[config.mk]
export PLATFORM = sky130hd
export DESIGN_NAME = rmio_ports
export DESIGN_NICKNAME = d
export VERILOG_FILES = /design/src/shared/rmio_pkg.sv /design/src/rtl/rmio_ports.sv
export VERILOG_INCLUDE_DIRS = /design/src /design/src/shared
export SDC_FILE = /design/constraint.sdc
export NUM_CORES = 1
export LEC_CHECK = 0
export ABC_AREA = 1
export BUFFER_PORTS_ARGS = -buffer_cell sky130_fd_sc_hd__buf_2
export CAP_MARGIN = 10
export CORE_ASPECT_RATIO = 0.5
export CORE_MARGIN = 5
export CORE_UTILIZATION = 40
export CTS_CLUSTER_SIZE = 30
export DETAILED_ROUTE_END_ITERATION = 7
export MAX_ROUTING_LAYER = met4
export PLACE_DENSITY_LB_ADDON = 0.1
export RECOVER_POWER = 50
export SLEW_MARGIN = 20
export SYNTH_ARGS = -nofsm -noshare
export SYNTH_HDL_FRONTEND = slang
export SYNTH_SLANG_ARGS = --single-unit
[constraint.sdc]
create_clock -name mclk -period 6.8 [get_ports mclk]
set_input_delay 0.68 -clock mclk [delete_from_list [all_inputs] [get_ports mclk]]
set_output_delay 0.68 -clock mclk [all_outputs]
set_load 0.005 [all_outputs]
[src/shared/rmio_defines.svh]
// offsets, field positions, reset values and clock rate of the remote mcu i/o port block
// assumes a 32-bit apb slave with word-aligned registers
`ifndef RMIO_DEFINES_SVH
`define RMIO_DEFINES_SVH

`define RMIO_CLK_HZ 10000000
// register byte offsets
`define RMIO_OFF_CMD 12'h000
`define RMIO_OFF_BITLAT 12'h004
`define RMIO_OFF_NIBA 12'h008
`define RMIO_OFF_NIBB 12'h00c
`define RMIO_OFF_IRQP 12'h010
`define RMIO_OFF_DRVP 12'h014
`define RMIO_OFF_DRVSEL 12'h018
`define RMIO_OFF_PULLUP 12'h01c
`define RMIO_OFF_WAKEEN 12'h020
`define RMIO_OFF_TMRCFG 12'h024
`define RMIO_OFF_PINS 12'h028
`define RMIO_OFF_SKIP 12'h02c
`define RMIO_OFF_IRQSTAT 12'h030
`define RMIO_OFF_IRQMASK 12'h034
// command register fields
`define RMIO_CMD_OP_LSB 8
`define RMIO_CMD_OP_W 3
`define RMIO_CMD_BIT_W 3
// status bit positions
`define RMIO_ST_WAKE 0
`define RMIO_ST_EXTA 1
`define RMIO_ST_EXTB 2
`define RMIO_ST_W 3
// timer config fields
`define RMIO_TC_EVIN 0
`define RMIO_TC_UFOUT 1
`define RMIO_TC_UFSEL 2
`define RMIO_TC_PWMOUT 3
// reset values: latches released (1), controls off
`define RMIO_RST_BITLAT 5'h1f
`define RMIO_RST_NIB 4'hf
`define RMIO_RST_PAIR 2'h3
`define RMIO_RST_CTRL 4'h0

`endif

[src/shared/rmio_pkg.sv]
// types shared by the remote mcu i/o port block
// assumes the defines header is compiled alongside
package rmio_pkg;
	typedef enum logic [2:0] {
		RMIO_OP_NONE,
		RMIO_OP_SET_BIT,
		RMIO_OP_CLR_BIT,
		RMIO_OP_CLR_ALL,
		RMIO_OP_SKIP_TEST,
		RMIO_OP_SET_OUT,
		RMIO_OP_CLR_OUT
	} rmio_op_t;
endpackage

[src/rtl/rmio_ports.sv]
// i/o port unit of a small 4-bit controller, reached over apb
// assumes pin inputs synchronous to mclk; pad wires are resolved outside from the enables
//
// Overview of operation
// RULE_01: each of the five bit-port pins is its own single-bit i/o, addressed by bit position.
// RULE_02: the bit port is read only by a skip test that reports whether the selected pin is low.
// RULE_03: the lower four bit-port pins drive open-drain or push-pull by a control field; inputs need latch 1 and open-drain.
// RULE_04: both nibble ports are read and written whole, open-drain, with per-bit pull-up and wakeup enables.
// RULE_05: the interrupt-shared pair port is open-drain with switched pull-up and wakeup; inputs need latch 1.
// RULE_06: the drive-select pair port chooses open-drain or push-pull per pin; inputs need latch 1.
// RULE_07: the output-only pin is push-pull, set and cleared by its own commands, shared with pwm output.
// RULE_08: the input-only pin is readable and has a switchable wakeup.
// RULE_09: the timer pin feeds the first timer event input and can output a timer underflow divided by two.
// RULE_10: the output-only pin can carry the third timer pwm waveform.
// RULE_11: the fifth bit-port pin stays readable with timer output on and fully usable with timer input.
// RULE_12: the interrupt-shared pins keep their port function while the interrupts are active.
// RULE_13: the two external interrupt inputs raise requests and each has a switchable wakeup.
// RULE_14: each port holds its output in a latch, and a 1 on an open-drain pin releases it.
`timescale 1ns/1ps
`include "rmio_defines.svh"

module rmio_ports (
	// clock and reset
	input wire logic mclk,
	input wire logic reset,
	// apb slave
	input wire logic psel,
	input wire logic penable,
	input wire logic pwrite,
	input wire logic [11:0] paddr,
	input wire logic [31:0] pwdata,
	output logic [31:0] prdata,
	output logic pready,
	output logic pslverr,
	// bit port
	input wire logic [4:0] bitPortPinsIn,
	output logic [4:0] bitPortPinsOut,
	output logic [4:0] bitPortPinsOe,
	// nibble ports
	input wire logic [3:0] nibblePortAPinsIn,
	output logic [3:0] nibblePortAPinsOe,
	output logic [3:0] pullupEnableA,
	input wire logic [3:0] nibblePortBPinsIn,
	output logic [3:0] nibblePortBPinsOe,
	output logic [3:0] pullupEnableB,
	// pair ports
	input wire logic [1:0] irqSharedPortPinsIn,
	output logic [1:0] irqSharedPortPinsOe,
	output logic [1:0] pullupEnableIrqPort,
	input wire logic [1:0] driveSelectPortPinsIn,
	output logic [1:0] driveSelectPortPinsOut,
	output logic [1:0] driveSelectPortPinsOe,
	// single-bit ports
	output logic pwmOutputPin,
	input wire logic inputOnlyPin,
	// timer side
	input wire logic timer1Underflow,
	input wire logic timer2Underflow,
	input wire logic timer3Pwm,
	output logic timerEventClk,
	// system side
	output logic wakeupReq,
	output logic irqOut
);
	logic [4:0] bitLat_r;
	logic [3:0] nibA_r, nibB_r;
	logic [1:0] irqP_r, drvP_r;
	logic outPin_r;
	logic [3:0] bitDrvSel_r;
	logic [1:0] pairDrvSel_r;
	logic [3:0] puA_r, puB_r;
	logic [1:0] puIrq_r;
	logic [3:0] wakeA_r, wakeB_r;
	logic [2:0] wakeMisc_r;
	logic [3:0] tmrCfg_r;
	logic skipFlag_r;
	logic ufDiv_r;
	logic [2:0] stat_r, mask_r;
	logic [1:0] extPrev_r;
	logic [31:0] rdata_nxt;
	logic hit_nxt;
	logic wrAcc, cmdWr;
	rmio_pkg::rmio_op_t op;
	logic [2:0] bitSel;
	logic timerOutOn, wakeEvent;
	logic [1:0] extRise;
	logic [2:0] statSet;

	// single-cycle access: the slave answers in the first access cycle
	// pready gating keeps a stretched access from committing a second time
	assign wrAcc = psel & penable & pready & pwrite;
	assign cmdWr = wrAcc & (paddr == `RMIO_OFF_CMD);
	assign op = rmio_pkg::rmio_op_t'(pwdata[`RMIO_CMD_OP_LSB +: `RMIO_CMD_OP_W]);
	assign bitSel = pwdata[`RMIO_CMD_BIT_W-1:0];
	assign timerOutOn = tmrCfg_r[`RMIO_TC_UFOUT];

	// bit latch: per-bit set/clear by position, clear-all, or whole write
	always_ff @(posedge mclk or posedge reset) begin
		if (reset) begin
			bitLat_r <= `RMIO_RST_BITLAT;
		end else if (cmdWr && op == rmio_pkg::RMIO_OP_SET_BIT && bitSel < 3'h5) begin
			bitLat_r[bitSel] <= 1'b1; // RULE_01
		end else if (cmdWr && op == rmio_pkg::RMIO_OP_CLR_BIT && bitSel < 3'h5) begin
			bitLat_r[bitSel] <= 1'b0; // RULE_01
		end else if (cmdWr && op == rmio_pkg::RMIO_OP_CLR_ALL) begin
			bitLat_r <= 5'h00;
		end else if (wrAcc && paddr == `RMIO_OFF_BITLAT) begin
			bitLat_r <= pwdata[4:0];
		end
	end

	// skip test reports a low pin; out-of-range position never skips
	always_ff @(posedge mclk or posedge reset) begin
		if (reset) begin
			skipFlag_r <= 1'b0;
		end else if (cmdWr && op == rmio_pkg::RMIO_OP_SKIP_TEST) begin
			skipFlag_r <= (bitSel < 3'h5) ? ~bitPortPinsIn[bitSel] : 1'b0; // RULE_02 RULE_11
		end
	end

	// port latches and output-only pin latch
	always_ff @(posedge mclk or posedge reset) begin
		if (reset) begin
			nibA_r <= `RMIO_RST_NIB;
			nibB_r <= `RMIO_RST_NIB;
			irqP_r <= `RMIO_RST_PAIR;
			drvP_r <= `RMIO_RST_PAIR;
			outPin_r <= 1'b0;
		end else begin
			if (wrAcc && paddr == `RMIO_OFF_NIBA) begin
				nibA_r <= pwdata[3:0]; // RULE_04 RULE_14
			end
			if (wrAcc && paddr == `RMIO_OFF_NIBB) begin
				nibB_r <= pwdata[3:0]; // RULE_04 RULE_14
			end
			if (wrAcc && paddr == `RMIO_OFF_IRQP) begin
				irqP_r <= pwdata[1:0]; // RULE_05 RULE_14
			end
			if (wrAcc && paddr == `RMIO_OFF_DRVP) begin
				drvP_r <= pwdata[1:0]; // RULE_06 RULE_14
			end
			if (cmdWr && op == rmio_pkg::RMIO_OP_SET_OUT) begin
				outPin_r <= 1'b1; // RULE_07
			end else if (cmdWr && op == rmio_pkg::RMIO_OP_CLR_OUT) begin
				outPin_r <= 1'b0; // RULE_07
			end
		end
	end

	// drive, pull-up, wakeup and timer configuration
	always_ff @(posedge mclk or posedge reset) begin
		if (reset) begin
			bitDrvSel_r <= `RMIO_RST_CTRL;
			pairDrvSel_r <= 2'h0;
			puA_r <= `RMIO_RST_CTRL;
			puB_r <= `RMIO_RST_CTRL;
			puIrq_r <= 2'h0;
			wakeA_r <= `RMIO_RST_CTRL;
			wakeB_r <= `RMIO_RST_CTRL;
			wakeMisc_r <= 3'h0;
			tmrCfg_r <= `RMIO_RST_CTRL;
		end else if (wrAcc) begin
			if (paddr == `RMIO_OFF_DRVSEL) begin
				bitDrvSel_r <= pwdata[3:0]; // RULE_03
				pairDrvSel_r <= pwdata[5:4]; // RULE_06
			end else if (paddr == `RMIO_OFF_PULLUP) begin
				puA_r <= pwdata[3:0]; // RULE_04
				puB_r <= pwdata[7:4]; // RULE_04
				puIrq_r <= pwdata[9:8]; // RULE_05
			end else if (paddr == `RMIO_OFF_WAKEEN) begin
				wakeA_r <= pwdata[3:0];
				wakeB_r <= pwdata[7:4];
				wakeMisc_r <= pwdata[10:8]; // RULE_08 RULE_13
			end else if (paddr == `RMIO_OFF_TMRCFG) begin
				tmrCfg_r <= pwdata[3:0];
			end
		end
	end

	// underflow divided by two: toggles on each selected underflow pulse
	always_ff @(posedge mclk or posedge reset) begin
		if (reset) begin
			ufDiv_r <= 1'b0;
		end else if (tmrCfg_r[`RMIO_TC_UFSEL] ? timer2Underflow : timer1Underflow) begin
			ufDiv_r <= ~ufDiv_r; // RULE_09
		end
	end

	// pad drivers; open-drain pins enable only to pull low
	always_ff @(posedge mclk or posedge reset) begin
		if (reset) begin
			bitPortPinsOut <= 5'h00;
			bitPortPinsOe <= 5'h00;
			nibblePortAPinsOe <= 4'h0;
			nibblePortBPinsOe <= 4'h0;
			irqSharedPortPinsOe <= 2'h0;
			driveSelectPortPinsOut <= 2'h0;
			driveSelectPortPinsOe <= 2'h0;
			pwmOutputPin <= 1'b0;
			pullupEnableA <= 4'h0;
			pullupEnableB <= 4'h0;
			pullupEnableIrqPort <= 2'h0;
			timerEventClk <= 1'b0;
		end else begin
			bitPortPinsOut[3:0] <= bitLat_r[3:0];
			bitPortPinsOe[3:0] <= bitDrvSel_r | ~bitLat_r[3:0]; // RULE_03 RULE_14
			// fifth pin: open-drain, timer output takes the latch's place
			bitPortPinsOut[4] <= 1'b0;
			bitPortPinsOe[4] <= timerOutOn ? ~ufDiv_r : ~bitLat_r[4]; // RULE_09 RULE_11
			nibblePortAPinsOe <= ~nibA_r; // RULE_04 RULE_14
			nibblePortBPinsOe <= ~nibB_r; // RULE_04 RULE_14
			irqSharedPortPinsOe <= ~irqP_r; // RULE_05 RULE_12
			driveSelectPortPinsOut <= drvP_r;
			driveSelectPortPinsOe <= pairDrvSel_r | ~drvP_r; // RULE_06
			pwmOutputPin <= tmrCfg_r[`RMIO_TC_PWMOUT] ? timer3Pwm : outPin_r; // RULE_07 RULE_10
			pullupEnableA <= puA_r;
			pullupEnableB <= puB_r;
			pullupEnableIrqPort <= puIrq_r; // RULE_05
			timerEventClk <= tmrCfg_r[`RMIO_TC_EVIN] & bitPortPinsIn[4]; // RULE_09 RULE_11
		end
	end

	// events: low key level wakes, rising edges on shared pins are interrupt requests
	assign wakeEvent = (|(wakeA_r & ~nibblePortAPinsIn)) | (|(wakeB_r & ~nibblePortBPinsIn))
		| (wakeMisc_r[0] & ~inputOnlyPin) | (|(wakeMisc_r[2:1] & ~irqSharedPortPinsIn)); // RULE_08 RULE_13
	assign extRise = irqSharedPortPinsIn & ~extPrev_r;
	assign statSet = {extRise[1], extRise[0], wakeEvent};

	always_ff @(posedge mclk or posedge reset) begin
		if (reset) begin
			// idle-high lines must not look like a rise on the first edge after reset
			extPrev_r <= `RMIO_RST_PAIR;
			stat_r <= 3'h0;
			mask_r <= 3'h0;
			wakeupReq <= 1'b0;
			irqOut <= 1'b0;
		end else begin
			extPrev_r <= irqSharedPortPinsIn;
			// set beats a simultaneous write-one clear
			if (wrAcc && paddr == `RMIO_OFF_IRQSTAT) begin
				stat_r <= (stat_r & ~pwdata[2:0]) | statSet; // RULE_13
			end else begin
				stat_r <= stat_r | statSet; // RULE_13
			end
			if (wrAcc && paddr == `RMIO_OFF_IRQMASK) begin
				mask_r <= pwdata[2:0];
			end
			wakeupReq <= wakeEvent;
			irqOut <= |(stat_r & mask_r);
		end
	end

	// read decode
	always_comb begin
		rdata_nxt = 32'h0;
		hit_nxt = 1'b1;
		if (paddr == `RMIO_OFF_CMD) begin
			rdata_nxt = 32'h0;
		end else if (paddr == `RMIO_OFF_BITLAT) begin
			rdata_nxt[4:0] = bitLat_r;
		end else if (paddr == `RMIO_OFF_NIBA) begin
			rdata_nxt[3:0] = nibblePortAPinsIn; // RULE_04
		end else if (paddr == `RMIO_OFF_NIBB) begin
			rdata_nxt[3:0] = nibblePortBPinsIn; // RULE_04
		end else if (paddr == `RMIO_OFF_IRQP) begin
			rdata_nxt[1:0] = irqSharedPortPinsIn; // RULE_12
		end else if (paddr == `RMIO_OFF_DRVP) begin
			rdata_nxt[1:0] = driveSelectPortPinsIn;
		end else if (paddr == `RMIO_OFF_DRVSEL) begin
			rdata_nxt[5:0] = {pairDrvSel_r, bitDrvSel_r};
		end else if (paddr == `RMIO_OFF_PULLUP) begin
			rdata_nxt[9:0] = {puIrq_r, puB_r, puA_r};
		end else if (paddr == `RMIO_OFF_WAKEEN) begin
			rdata_nxt[10:0] = {wakeMisc_r, wakeB_r, wakeA_r};
		end else if (paddr == `RMIO_OFF_TMRCFG) begin
			rdata_nxt[3:0] = tmrCfg_r;
		end else if (paddr == `RMIO_OFF_PINS) begin
			rdata_nxt[1:0] = {outPin_r, inputOnlyPin}; // RULE_08
		end else if (paddr == `RMIO_OFF_SKIP) begin
			rdata_nxt[0] = skipFlag_r; // RULE_02
		end else if (paddr == `RMIO_OFF_IRQSTAT) begin
			rdata_nxt[2:0] = stat_r;
		end else if (paddr == `RMIO_OFF_IRQMASK) begin
			rdata_nxt[2:0] = mask_r;
		end else begin
			hit_nxt = 1'b0;
		end
	end

	// ready and read data register in setup, so answer sits in the first access cycle
	always_ff @(posedge mclk or posedge reset) begin
		if (reset) begin
			prdata <= 32'h0;
			pready <= 1'b0;
			pslverr <= 1'b0;
		end else begin
			pready <= psel & ~penable;
			pslverr <= psel & ~penable & ~hit_nxt;
			prdata <= (psel & ~penable & ~pwrite) ? rdata_nxt : 32'h0;
		end
	end

	// checks
	skip_low_pin_a: assert property (@(posedge mclk) disable iff (reset)
		cmdWr && op == rmio_pkg::RMIO_OP_SKIP_TEST && bitSel == 3'h2 |=> skipFlag_r == ~$past(bitPortPinsIn[2]))
		else $error("skip flag does not follow selected pin"); // RULE_02
	bit_set_a: assert property (@(posedge mclk) disable iff (reset)
		cmdWr && op == rmio_pkg::RMIO_OP_SET_BIT && bitSel < 3'h5 |=> bitLat_r[$past(bitSel)])
		else $error("bit set command lost"); // RULE_01
	drive_bit_a: assert property (@(posedge mclk) disable iff (reset)
		bitLat_r[0] && !bitDrvSel_r[0] |=> !bitPortPinsOe[0])
		else $error("open-drain pin not released"); // RULE_03
	nib_release_a: assert property (@(posedge mclk) disable iff (reset)
		wrAcc && paddr == `RMIO_OFF_NIBA |=> ##1 nibblePortAPinsOe == ~$past(pwdata[3:0], 2))
		else $error("nibble port output wrong"); // RULE_04
	pair_push_a: assert property (@(posedge mclk) disable iff (reset)
		pairDrvSel_r[1] |=> driveSelectPortPinsOe[1])
		else $error("push-pull pin not driven"); // RULE_06
	out_pin_a: assert property (@(posedge mclk) disable iff (reset)
		cmdWr && op == rmio_pkg::RMIO_OP_SET_OUT && !tmrCfg_r[`RMIO_TC_PWMOUT] ##1 !tmrCfg_r[`RMIO_TC_PWMOUT]
		|=> pwmOutputPin)
		else $error("output-only pin not set"); // RULE_07
	pwm_route_a: assert property (@(posedge mclk) disable iff (reset)
		tmrCfg_r[`RMIO_TC_PWMOUT] |=> pwmOutputPin == $past(timer3Pwm))
		else $error("pwm not routed"); // RULE_10
	uf_toggle_a: assert property (@(posedge mclk) disable iff (reset)
		!tmrCfg_r[`RMIO_TC_UFSEL] && timer1Underflow |=> ufDiv_r != $past(ufDiv_r))
		else $error("underflow divider stuck"); // RULE_09
	ext_sticky_a: assert property (@(posedge mclk) disable iff (reset)
		extRise[0] |=> stat_r[`RMIO_ST_EXTA])
		else $error("interrupt request lost"); // RULE_13
	irq_level_a: assert property (@(posedge mclk) disable iff (reset)
		|(stat_r & mask_r) |=> irqOut)
		else $error("interrupt output low"); // RULE_13
	wake_input_a: assert property (@(posedge mclk) disable iff (reset)
		wakeMisc_r[0] && !inputOnlyPin |=> wakeupReq && stat_r[`RMIO_ST_WAKE])
		else $error("input-only wakeup missed"); // RULE_08
	apb_ready_a: assert property (@(posedge mclk) disable iff (reset)
		psel && !penable |=> pready)
		else $error("apb answer late");
	cov_skip_c: cover property (@(posedge mclk) disable iff (reset) skipFlag_r);
	cov_wake_c: cover property (@(posedge mclk) disable iff (reset) wakeupReq);
	cov_irq_c: cover property (@(posedge mclk) disable iff (reset) irqOut);
	cov_pwm_c: cover property (@(posedge mclk) disable iff (reset) tmrCfg_r[`RMIO_TC_PWMOUT] && pwmOutputPin);
endmodule

==> summary.txt <==
Global routing
  • Global Route Usage Sum: 19.22%
  • First-pass GRT wire length: around 22 mm
  • Vias in the first global route: approximately 3.9k
  • Total grt overflow: 0
  • Antenna violations before repair: 0
  • Pin count of the biggest net entering global routing: 68

Clock network
  • CTS resizes: 0
  • Post-CTS Setup Bufs: 0
  • CTS root buffer: clkbuf_16
  • CTS clock-pin slew for the worst setup and hold paths: 80 ps
  • Number of H-tree levels: 3
  • # clock sinks: between 100 and 150
  • Hold-fix buffers at CTS: 0
  • Total CTS buffers: 9
  • CTS tree: done
  • Clock latency on the worst-skew pair: between 300 and 400 ps
  • Max Root-Sink Buffers: 2

Placed design
  • Detail Placement HPWL: roughly 10 mm
  • Port bufs: 98
  • Pre-CTS setup slack: ~4200 ps
  • Routability cong.: around 0.91

Timing
  • Final setup fails: 0
  • Worst slew margin: -20.11%
  • RSZ-0062 raised after global routing: false
  • Worst Skew: approximately 5.2 ps
  • Highest Clock Rate: approximately 430 MHz
  • Hold Fails Final Rpt: 0
  • Final WS setup: 4475 ps
  • Setup TNS: 0 ps
  • Min Tclk post-route: 2325 ps
  • Final period utilization: between 30% and 40%
  • Final Max Slew Viols: between 40 and 50
  • Worst Tran Pin Value: around 1800 ps

Outcome
  • Failing checks: max-capacitance violations, max-slew violations
  • Outcome: complete, but fails checks

Synthesis
  • Top cells by area, synth: dfrtp_1 (44%), dfstp_2 (9.8%), nand2_1 (8.6%), inv_1 (6.3%), o21ai_0 (4.6%)
  • Syn Inst Count: around 570
  • Mean Syn Cell Area: approximately 9.0 um2
  • Adder-Cell Fraction of Synth Area: 0%
  • Post-synthesis mux area share: between 1 and 1.5%
  • Synth Area in Compound Gates: approximately 12%
  • Post-synth top area cell: dfrtp_1
  • Synth Area in XOR/XNOR: less than 1%
  • Register bit total from synthesis: 109
  • Ys async rst share: 100.0%
  • Mapped cell area: 0.005090 mm2
  • Commonest cells in the netlist: nand2_1 (116), dfrtp_1 (90), inv_1 (85)
  • Most frequent cell after synthesis: nand2_1
  • Sequential fraction of the synthesis area: 54.06%
  • Ys Warns: 0
  • Most used DFF post-synth: dfrtp_1
  • Largest family of logic cells by synthesized area: simple AND/OR/NAND/NOR gates
  • Cell variety after synth: 47
  • Post-synth EDFFs: 0
  • Top-area cell type share of the netlist area: 44.25%
  • Simple-gate share of the synthesized area: between 20 and 25%

Die
  • Core box area: around 0.013 mm2
  • Rows: 29
  • Initial Util: 40.54%
  • Die Height: ~90 um
  • Die area: about 0.015 mm2
  • Number of placed I/O pins: 142
  • Die X: about 170 um

Final layout
  • Number of flip-flops in the largest register: 11
  • Share of cells above drive strength 1: a little over 20%
  • N_diodes: 0
  • Largest regs: prdata: 11 flops, bitLat_r: 5 flops, bitPortPinsOe: 5 flops
  • Final net count: about 740
  • Fillers: 1278
  • Area Growth Syn to Fin: 16.03%
  • Layout Utilization: between 40% and 50%
  • Biggest register: prdata

Critical path
  • Critical Path RT: roughly 7000 ps
  • Crit. End Element: asynchronous set/reset pin
  • Setup crit start kind: input port
  • Critical path arrival: about 2700 ps
  • Kind of critical path: in -> async
  • Crit path max fanout: between 60 and 70

Pwr
  • Pwr Total: between 0.001 and 0.0015 W
  • Leakage Power: 2.936 nW
  • VDD IR max: 0.1404 mV
  • Power per cell area: between 200 and 250 mW/mm2

Drt
  • DRT iter0 DRCs: between 300 and 400
  • Number of vias per cell: 4.808
  • Antenna Nets Post-Route: 0
  • Routed len/inst: approximately 16 um
  • Detailed Route WL: ~14 mm
  • # DRC: 0
  • Via count: about 4.0k
  • DRT Pass-1 Iters: 4

Min path
  • Worst hold path type: reg -> reg

Flow run
  • MaxCap Viol Count: 1
[path summary, 6_finish.rpt]
kind	slack [ps]	cells past startpoint	from	end
max in group mclk	4480	10	paddr[10]	bitLat_r[4]$_DFFE_PP1P_
setup / recovery	4470	3	reset	prdata[10]$_DFF_PP0_
hold reg to reg	410	0	puIrq_r[1]$_DFFE_PP0P_	pullupEnableIrqPort[1]$_DFF_PP0_
setup reg to reg	4750	4	pready$_DFF_PP0_	wakeB_r[3]$_DFFE_PP0P_
hold / removal	410	0	puIrq_r[1]$_DFFE_PP0P_	pullupEnableIrqPort[1]$_DFF_PP0_
min in group asynchronous	770	2	reset	nibblePortAPinsOe[0]$_DFF_PP0_
[report_power, final]
group	switching, W	total (W)	leakage, nW	internal, W
logic	0.0000495	0.0000687	1.44	0.0000192
clock network	0.000253	0.000530	0.150	0.000277
registers	0.00000276	0.000656	1.35	0.000653
total	0.000305	0.00125	2.94	0.000949
[cells by family after synthesis]
group	count (synthesis)
DFF	109
other	1
muxes	7
xor gates and xnor gates	1
buffers and inverters	123
and+or+nand+nor	215
AOI/OAI and AO/OA	111
[metal layers]
metal  GRT usage [%]  up-vias  routed length [um]
li1                -     1982                   -
met1           29.10     1904                6787
met2           26.46      142                5791
met3           3.550       11                 975
met4           4.889        0                 151
met5               -        -                   0
[through the flow]
stage / hold WS, ps / area (um2) / std cells
5_1_grt: 426.6 / 5906 / 840
3_3_place_gp: 387.4 / 5645 / 824
2_1_floorplan: 369.3 / 5169 / 588
6_report: 410.8 / 5906 / 840
4_1_cts: 382.7 / 5949 / 840
3_5_place_dp: 387.4 / 5645 / 824
[cell type report]
type                            count  area [um2]  area share (%)
Sequential cell                   109        2751           46.59
Clock buffer                       11       252.7           4.280
Multi-Input combinational cell    356        1827           30.93
Clock inverter                      5       51.30          0.8686
Inverter                           90       339.1           5.742
Timing Repair Buffer               99       471.7           7.987
Tap cell                          170       212.7           3.602
[cells in the final DEF, fill, tap and decap left out, types with 3 or more instances in the layout]
cell | netlist | final
a211oi_1 | 3 | 3
a21oi_1 | 21 | 21
a31oi_1 | 5 | 5
buf_2 | 3 | 77
clkbuf_1 | 4 | 20
clkbuf_16 | 0 | 9
conb_1 | 1 | 22
dfrtp_1 | 90 | 90
dfstp_1 | 0 | 11
dfstp_2 | 19 | 8
inv_1 | 85 | 84
inv_2 | 3 | 3
inv_6 | 0 | 4
mux2_2 | 3 | 3
mux2i_1 | 4 | 4
nand2_1 | 116 | 116
nand2_4 | 4 | 4
nand3_1 | 22 | 22
nand4_1 | 9 | 9
nor2_1 | 37 | 38
nor2_2 | 8 | 8
nor2_4 | 5 | 5
o21ai_0 | 47 | 47
o21ai_1 | 17 | 17
o22ai_1 | 6 | 6
[critical path: stages]
cell and delay, ps:
buf_2 100, clkinvlp_2 1020, buf_4 820
Power figures use the tool's default switching activity.
